===== src/design/ffia_pkg.sv =====
// package: register map, field layout and bus types of the fault flag interrupt aggregator
package ffia_pkg;
  // ****************************************
  // register offsets (printed offsets are not all multiples of four: index * 4)
  // ****************************************
  localparam logic [7:0] IDX_LIVE_A = 8'h0c;
  localparam logic [7:0] IDX_LIVE_B = 8'h0d;
  localparam logic [7:0] IDX_FLAG_A = 8'h11;
  localparam logic [7:0] IDX_FLAG_B = 8'h12;
  localparam logic [7:0] IDX_MASK_A = 8'h17;
  localparam logic [7:0] IDX_MASK_B = 8'h18;
  localparam logic [7:0] IDX_EVT_STAT = 8'h20;
  localparam logic [7:0] IDX_EVT_CLR = 8'h21;
  localparam logic [7:0] IDX_EVT_EN = 8'h22;
  localparam int ADDR_W = 10;
  // ****************************************
  // field layout
  // ****************************************
  localparam logic [7:0] FLAG_A_BITS = 8'h2f;
  localparam logic [7:0] FLAG_B_BITS = 8'h0f;
  localparam logic [7:0] MASK_A_RST = 8'h00;
  localparam logic [7:0] MASK_B_RST = 8'h00;
  localparam logic [7:0] FLAG_RST = 8'h00;
  localparam logic [1:0] EVT_BITS = 2'h3;
  localparam logic [1:0] RESP_OKAY = 2'h0;
  localparam logic [1:0] RESP_SLVERR = 2'h2;

  typedef struct packed {
    logic [7:0] grp_a;
    logic [7:0] grp_b;
  } ffia_flags_t;

  typedef struct packed {
    logic valid;
    logic [ADDR_W-1:0] addr;
  } ffia_addr_t;
endpackage : ffia_pkg


===== src/design/ffia_flag_bank.sv =====
// module: one bank of sticky flags with write-zero-to-clear
`timescale 1ns/1ps
module ffia_flag_bank #(
  parameter int WIDTH = 8,
  parameter logic [7:0] IMPL = 8'hff
) (
  input wire logic clk,
  input wire logic rst,
  input wire logic [WIDTH-1:0] live,
  input wire logic wr_en,
  input wire logic [WIDTH-1:0] wr_data,
  input wire logic [WIDTH-1:0] wr_strb,
  output logic [WIDTH-1:0] flags
);
  logic [WIDTH-1:0] flags_ff;
  logic [WIDTH-1:0] nxt_flags;
  logic [WIDTH-1:0] clr;
  logic [WIDTH-1:0] impl;

  assign impl = IMPL[WIDTH-1:0];
  // writing zero clears, writing one keeps
  assign clr = (wr_en ? (wr_strb & ~wr_data) : '0); // see RULE12
  // set wins over clear, flags latch regardless of mask
  assign nxt_flags = ((flags_ff & ~clr) | live) & impl; // see RULE11 see RULE14
  assign flags = flags_ff;

  always_ff @(posedge clk) begin
    if (rst) begin
      flags_ff <= ffia_pkg::FLAG_RST[WIDTH-1:0];
    end else begin
      flags_ff <= nxt_flags;
    end
  end
endmodule : ffia_flag_bank


===== src/design/ffia_top.sv =====
// module: fault flag interrupt aggregator with AXI4-Lite register slave
// What this block does
// RULE1: interrupt output low while any set flag has its mask bit clear.
// RULE2: every sticky flag has its own mask bit.
// RULE3: interrupt releases high once all set flags are written zero.
// RULE4: setting mask bits of all set flags releases interrupt; flags stay.
// RULE5: mask A bit 0 blocks the calibrating flag.
// RULE6: mask A bit 1 blocks the crystal input loss flag.
// RULE7: mask A bit 2 blocks the selected reference loss flag.
// RULE8: mask A bit 3 blocks the pll unlock flag.
// RULE9: mask A bit 5 blocks the bus timeout flag; bit 4 unused.
// RULE10: mask B bits 3..0 block feedback, input 2, 1, 0 loss flags.
// RULE11: a flag sets on its live status and holds until software clears.
// RULE12: writing zero clears a flag bit, writing one leaves it.
// RULE13: flags sit at bits 0,1,2,3,5 and next register bits 3..0.
// RULE14: flags latch while masked; unmasking a set flag reasserts next cycle.
`timescale 1ns/1ps
module ffia_top (
  input wire logic CLK_SYS,
  input wire logic RST,
  input wire logic CALIBRATING_STATUS,
  input wire logic XTAL_INPUT_LOS,
  input wire logic SELECTED_REF_LOS,
  input wire logic PLL_UNLOCKED,
  input wire logic BUS_TIMEOUT,
  input wire logic [3:0] PER_INPUT_LOS,
  input wire logic [ffia_pkg::ADDR_W-1:0] S_AWADDR,
  input wire logic S_AWVALID,
  output logic S_AWREADY,
  input wire logic [31:0] S_WDATA,
  input wire logic [3:0] S_WSTRB,
  input wire logic S_WVALID,
  output logic S_WREADY,
  output logic [1:0] S_BRESP,
  output logic S_BVALID,
  input wire logic S_BREADY,
  input wire logic [ffia_pkg::ADDR_W-1:0] S_ARADDR,
  input wire logic S_ARVALID,
  output logic S_ARREADY,
  output logic [31:0] S_RDATA,
  output logic [1:0] S_RRESP,
  output logic S_RVALID,
  input wire logic S_RREADY,
  output logic IRQ_OUT_N,
  output logic EVT_IRQ
);
  // ****************************************
  // decode helpers
  // ****************************************
  function automatic logic hit(input logic [ffia_pkg::ADDR_W-1:0] a, input logic [7:0] idx);
    hit = (a[ffia_pkg::ADDR_W-1:2] == idx);
  endfunction : hit

  function automatic logic known(input logic [ffia_pkg::ADDR_W-1:0] a);
    known = hit(a, ffia_pkg::IDX_LIVE_A) | hit(a, ffia_pkg::IDX_LIVE_B) |
            hit(a, ffia_pkg::IDX_FLAG_A) | hit(a, ffia_pkg::IDX_FLAG_B) |
            hit(a, ffia_pkg::IDX_MASK_A) | hit(a, ffia_pkg::IDX_MASK_B) |
            hit(a, ffia_pkg::IDX_EVT_STAT) | hit(a, ffia_pkg::IDX_EVT_CLR) |
            hit(a, ffia_pkg::IDX_EVT_EN);
  endfunction : known

  // ****************************************
  // write channel capture
  // ****************************************
  ffia_pkg::ffia_addr_t aw_ff;
  logic w_have_ff;
  logic [7:0] w_data_ff;
  logic w_strb_ff;
  logic bvalid_ff;
  logic [1:0] bresp_ff;
  logic wr_fire;
  logic wr_known;

  assign S_AWREADY = ~aw_ff.valid & ~bvalid_ff;
  assign S_WREADY = ~w_have_ff & ~bvalid_ff;
  assign wr_fire = aw_ff.valid & w_have_ff;
  assign wr_known = known(aw_ff.addr);
  assign S_BVALID = bvalid_ff;
  assign S_BRESP = bresp_ff;

  always_ff @(posedge CLK_SYS) begin
    if (RST) begin
      aw_ff <= '0;
      w_have_ff <= 1'b0;
      w_data_ff <= 8'h00;
      w_strb_ff <= 1'b0;
      bvalid_ff <= 1'b0;
      bresp_ff <= ffia_pkg::RESP_OKAY;
    end else begin
      if (S_AWVALID && S_AWREADY) begin
        aw_ff <= '{valid: 1'b1, addr: S_AWADDR};
      end
      if (S_WVALID && S_WREADY) begin
        w_have_ff <= 1'b1;
        w_data_ff <= S_WDATA[7:0];
        w_strb_ff <= S_WSTRB[0];
      end
      if (wr_fire) begin
        aw_ff.valid <= 1'b0;
        w_have_ff <= 1'b0;
        bvalid_ff <= 1'b1;
        bresp_ff <= wr_known ? ffia_pkg::RESP_OKAY : ffia_pkg::RESP_SLVERR;
      end else if (bvalid_ff && S_BREADY) begin
        bvalid_ff <= 1'b0;
      end
    end
  end

  // ****************************************
  // write strobes per register
  // ****************************************
  logic we_flag_a;
  logic we_flag_b;
  logic we_mask_a;
  logic we_mask_b;
  logic we_evt_clr;
  logic we_evt_en;
  logic [7:0] wstrb8;

  assign wstrb8 = {8{w_strb_ff}};
  assign we_flag_a = wr_fire & w_strb_ff & hit(aw_ff.addr, ffia_pkg::IDX_FLAG_A);
  assign we_flag_b = wr_fire & w_strb_ff & hit(aw_ff.addr, ffia_pkg::IDX_FLAG_B);
  assign we_mask_a = wr_fire & w_strb_ff & hit(aw_ff.addr, ffia_pkg::IDX_MASK_A);
  assign we_mask_b = wr_fire & w_strb_ff & hit(aw_ff.addr, ffia_pkg::IDX_MASK_B);
  assign we_evt_clr = wr_fire & w_strb_ff & hit(aw_ff.addr, ffia_pkg::IDX_EVT_CLR);
  assign we_evt_en = wr_fire & w_strb_ff & hit(aw_ff.addr, ffia_pkg::IDX_EVT_EN);

  // ****************************************
  // live status and sticky flags
  // ****************************************
  ffia_pkg::ffia_flags_t live;
  ffia_pkg::ffia_flags_t flags;

  // bit 4 of group a has no source
  assign live.grp_a = {2'b00, BUS_TIMEOUT, 1'b0, PLL_UNLOCKED, SELECTED_REF_LOS,
                       XTAL_INPUT_LOS, CALIBRATING_STATUS}; // see RULE13
  assign live.grp_b = {4'h0, PER_INPUT_LOS}; // see RULE13

  ffia_flag_bank #(.WIDTH(8), .IMPL(ffia_pkg::FLAG_A_BITS)) u_flags_a (
    .clk(CLK_SYS),
    .rst(RST),
    .live(live.grp_a),
    .wr_en(we_flag_a),
    .wr_data(w_data_ff),
    .wr_strb(wstrb8),
    .flags(flags.grp_a)
  ); // see RULE11 see RULE12
  ffia_flag_bank #(.WIDTH(8), .IMPL(ffia_pkg::FLAG_B_BITS)) u_flags_b (
    .clk(CLK_SYS),
    .rst(RST),
    .live(live.grp_b),
    .wr_en(we_flag_b),
    .wr_data(w_data_ff),
    .wr_strb(wstrb8),
    .flags(flags.grp_b)
  ); // see RULE11 see RULE12

  // ****************************************
  // mask registers
  // ****************************************
  ffia_pkg::ffia_flags_t mask_ff;

  always_ff @(posedge CLK_SYS) begin
    if (RST) begin
      mask_ff.grp_a <= ffia_pkg::MASK_A_RST;
      mask_ff.grp_b <= ffia_pkg::MASK_B_RST;
    end else begin
      if (we_mask_a) begin
        mask_ff.grp_a <= w_data_ff & ffia_pkg::FLAG_A_BITS; // see RULE2 see RULE9
      end
      if (we_mask_b) begin
        mask_ff.grp_b <= w_data_ff & ffia_pkg::FLAG_B_BITS; // see RULE10
      end
    end
  end

  // ****************************************
  // interrupt pin
  // ****************************************
  logic [7:0] pend_a;
  logic [7:0] pend_b;
  logic irq_n_ff;
  // one mask bit per flag position
  assign pend_a = flags.grp_a & ~mask_ff.grp_a; // see RULE5 see RULE6 see RULE7 see RULE8 see RULE9
  assign pend_b = flags.grp_b & ~mask_ff.grp_b; // see RULE10

  always_ff @(posedge CLK_SYS) begin
    if (RST) begin
      irq_n_ff <= 1'b1;
    end else begin
      // low while any unmasked flag is set; released by clearing or masking
      irq_n_ff <= ~(|pend_a | |pend_b); // see RULE1 see RULE3 see RULE4 see RULE14
    end
  end
  assign IRQ_OUT_N = irq_n_ff;

  // ****************************************
  // event status: bit 0 interrupt assert edge, bit 1 bad write
  // ****************************************
  logic [1:0] evt_stat_ff;
  logic [1:0] evt_en_ff;
  logic [1:0] evt_set;
  logic irq_edge;

  assign irq_edge = irq_n_ff & (|pend_a | |pend_b);
  assign evt_set = {wr_fire & ~wr_known, irq_edge};

  always_ff @(posedge CLK_SYS) begin
    if (RST) begin
      evt_stat_ff <= 2'b00;
      evt_en_ff <= 2'b00;
    end else begin
      evt_stat_ff <= (evt_stat_ff & ~(we_evt_clr ? w_data_ff[1:0] : 2'b00)) | evt_set;
      if (we_evt_en) begin
        evt_en_ff <= w_data_ff[1:0] & ffia_pkg::EVT_BITS;
      end
    end
  end
  assign EVT_IRQ = |(evt_stat_ff & evt_en_ff);

  // ****************************************
  // read channel
  // ****************************************
  logic rvalid_ff;
  logic [31:0] rdata_ff;
  logic [1:0] rresp_ff;
  logic [7:0] rd_mux;

  assign S_ARREADY = ~rvalid_ff;
  assign S_RVALID = rvalid_ff;
  assign S_RDATA = rdata_ff;
  assign S_RRESP = rresp_ff;
  assign rd_mux =
    hit(S_ARADDR, ffia_pkg::IDX_LIVE_A) ? live.grp_a :
    hit(S_ARADDR, ffia_pkg::IDX_LIVE_B) ? live.grp_b :
    hit(S_ARADDR, ffia_pkg::IDX_FLAG_A) ? flags.grp_a :
    hit(S_ARADDR, ffia_pkg::IDX_FLAG_B) ? flags.grp_b :
    hit(S_ARADDR, ffia_pkg::IDX_MASK_A) ? mask_ff.grp_a :
    hit(S_ARADDR, ffia_pkg::IDX_MASK_B) ? mask_ff.grp_b :
    hit(S_ARADDR, ffia_pkg::IDX_EVT_STAT) ? {6'h00, evt_stat_ff} :
    hit(S_ARADDR, ffia_pkg::IDX_EVT_EN) ? {6'h00, evt_en_ff} : 8'h00;

  always_ff @(posedge CLK_SYS) begin
    if (RST) begin
      rvalid_ff <= 1'b0;
      rdata_ff <= 32'h0000_0000;
      rresp_ff <= ffia_pkg::RESP_OKAY;
    end else if (S_ARVALID && S_ARREADY) begin
      rvalid_ff <= 1'b1;
      rdata_ff <= {24'h00_0000, rd_mux};
      rresp_ff <= known(S_ARADDR) ? ffia_pkg::RESP_OKAY : ffia_pkg::RESP_SLVERR;
    end else if (rvalid_ff && S_RREADY) begin
      rvalid_ff <= 1'b0;
    end
  end
endmodule : ffia_top


===== config.mk =====
export PLATFORM = sky130hd
export DESIGN_NAME = ffia_top
export DESIGN_NICKNAME = d
export VERILOG_FILES = /design/src/design/ffia_pkg.sv /design/src/design/ffia_flag_bank.sv /design/src/design/ffia_top.sv
export SDC_FILE = /design/constraint.sdc
export NUM_CORES = 1
export LEC_CHECK = 0
export BUFFER_PORTS_ARGS = -buffer_cell sky130_fd_sc_hd__buf_4
export CELL_PAD_IN_SITES_DETAIL_PLACEMENT = 0
export CELL_PAD_IN_SITES_GLOBAL_PLACEMENT = 1
export CORE_MARGIN = 8
export CORE_UTILIZATION = 36
export CTS_BUF_LIST = sky130_fd_sc_hd__clkbuf_8 sky130_fd_sc_hd__clkbuf_16
export CTS_CLUSTER_DIAMETER = 120
export CTS_CLUSTER_SIZE = 24
export DETAILED_ROUTE_END_ITERATION = 6
export HOLD_SLACK_MARGIN = 0.06
export PLACE_DENSITY_LB_ADDON = 0.1
export SLEW_MARGIN = 40
export SYNTH_ARGS = -nofsm -noshare
export SYNTH_HDL_FRONTEND = slang
export SYNTH_HIERARCHICAL = 1
export SYNTH_SLANG_ARGS = --single-unit
export TNS_END_PERCENT = 5

===== constraint.sdc =====
create_clock -name CLK_SYS -period 2.1 [get_ports CLK_SYS]
set_input_delay 0.42 -clock CLK_SYS [delete_from_list [all_inputs] [get_ports CLK_SYS]]
set_output_delay 0.42 -clock CLK_SYS [all_outputs]
set_load 0.005 [all_outputs]

==> summary.txt <==
Final layout
  • Multi-input logic area: 0.00174 mm²
  • Synthesis-to-layout area growth: 16.8%
  • FF+latch area: 0.00102 mm²
  • Finished Cell Area: 0.00356 mm²
  • Fillers: 873
  • Post-route insts no fill: 534
  • Diode count: 0
  • Final core utilization: 0.433
  • Final Net Count: 500
  • Share of layout cells above drive strength 1: 0.221

CTS
  • Clock transition at path regs: 0.10 ns
  • Clock Tree Root: clkbuf_8
  • CTS tree: done
  • H-tree levels: 2
  • CTS Hold Bufs: 0
  • Clk Latency, worst-skew pair: 0.30 ns
  • Setup bufs post-CTS: 0
  • Post-cts resize count: 0
  • TritonCTS Buffers: 5
  • Longest Clk Path Bufs: 2
  • Sink Count: 51

Detailed routing
  • Wire length per cell: 15.1 µm
  • DRC viols: 0
  • ANT nets after route: 0
  • Post-Route WL: 8090 µm
  • DR vias/cell: 5.06
  • DR iter-0 viols: 96
  • DR vias: 2701
  • First drt pass iteration count: 4

Timing
  • Slew Limit Fails: 0
  • Crit path time final: 1.82 ns
  • Worst hold slack: 0.350 ns
  • Max Fclk: 0.550 GHz
  • Period utilization: 0.866
  • TNS Setup: 0 ns
  • Fin. Hold Viols: 0
  • Setup Skew: 0.00643 ns
  • Setup violations, final: 0
  • PnR worst setup slack: 0.282 ns
  • RSZ-0062 raised after global routing: false

Power
  • PD cells: 560 mW/mm²
  • Peak supply drop: 0.000313 V
  • Total power: 1.99 mW
  • Leakage Power: 1.47 nW

Logic synthesis
  • Synth Cell Area: 0.00305 mm²
  • Average cell area after synthesis: 8.16 µm²
  • Yosys warnings: 6
  • Cells after synthesis: 373

Global routing
  • Global-route wire length before repair: 13400 µm
  • Vias in the first global route: 2731
  • Initial antenna violation count: 0
  • Total GRT Usage: 0.141
  • Largest net degree at the start of global routing: 26
  • Global route overflow: 0

Outcome
  • Run status: complete, no violations

Placed design
  • Placed Instances: 526
  • Hpwl dp: 6470 µm
  • Setup WS pre-CTS: 0.0612 ns
  • IO buf count: 54
  • Placed cell areas: 0.00347 mm²
  • Final GP Congestion: 0.890

Worst setup path
  • WP data required: 2.29 ns
  • CP Launch Type: flop
  • Critical Path AT: 2.01 ns
  • CP Capture Type: flop
  • Worst-path fanout max: 4
  • Critical path class: flop to flop

Die
  • Core ar.: 0.00822 mm²
  • Total die area: 0.0117 mm²
  • Initial Utilization: 0.371
  • Die height: 108 µm
  • DIE WIDTH: 108 µm
  • # IOs: 115
  • Rows: 33

Min path
  • Hold WC Path Type: primary input to flop

Flow run
  • Max_cap viols: 0
[layout by cell type, fill, tap and decap left out, types with 3 or more instances in the layout]
cell type	instances
buf_4	71
dfxtp_1	51
nand2_1	45
conb_1	33
nor2_1	32
a21oi_1	29
nor3_1	19
nand3_1	12
inv_1	11
nand2b_1	11
mux2i_1	11
o21ai_0	9
nor2b_1	6
nor4bb_1	6
a22oi_1	6
clkbuf_8	5
o41ai_1	4
and4_1	4
and4bb_1	4
and2_1	3
nor4b_2	3
o21ai_1	3
nor4_1	3
o2111ai_1	3
a221oi_1	3
or3_1	3
a211oi_1	3
[path summary, 6_finish.rpt]
path | to | depth (start not counted) | slack [ns] | start
worst min register to register | S_BRESP[1] | 2 | 0.47 | S_BRESP[1]
worst max register to register | u_flags_b/flags[3] | 6 | 0.28 | aw_ff[9]
worst min-delay path | aw_ff[3] | 3 | 0.35 | S_AWADDR[3]
worst max-delay path | u_flags_b/flags[3] | 6 | 0.28 | aw_ff[9]
[worst max-delay path: stages (launching register included)]
cell and delay, ns:
dfxtp_1 0.36, nor4b_4 0.34, nand4_1 0.17, nor4bb_1 0.32
buf_4 0.19, nor4bb_1 0.23, nor3_1 0.08
[cell type report]
type	instances	area share
multi-input combinational	288	0.489
tap	105	0.0369
inverter	11	0.0116
sequential	51	0.287
clock inverter	3	0.00633
timing repair buffer	71	0.150
clock buffer	5	0.0193
[where the power goes]
group	switching [mW]	total [mW]	internal, mW
combinational	0.184	0.340	0.156
clock	0.346	0.588	0.242
sequential	0.0523	1.06	1.01
total	0.583	1.99	1.41
[registers in the layout (all words and copies together), names as in the netlist]
| register | count |
|---|---|
| IRQ_OUT_N | 1 |
| S_BRESP | 1 |
| S_BVALID | 1 |
| S_RDATA | 8 |
| S_RRESP | 1 |
| S_RVALID | 1 |
| aw_ff | 9 |
| evt_en_ff | 2 |
| evt_stat_ff | 2 |
| mask_ff | 9 |
| u_flags_a/flags | 5 |
| u_flags_b/flags | 4 |
| w_data_ff | 5 |
| w_have_ff | 1 |
| w_strb_ff | 1 |
[routing by layer]
metal	vias up	GRT usage	routed length [µm]
li1	1373	-	-
met1	1252	0.178	3730
met2	67	0.235	3810
met3	9	0.0280	432
met4	0	0.0436	123
met5	-	0	0
No activity file was read; power rests on OpenSTA's default activity.
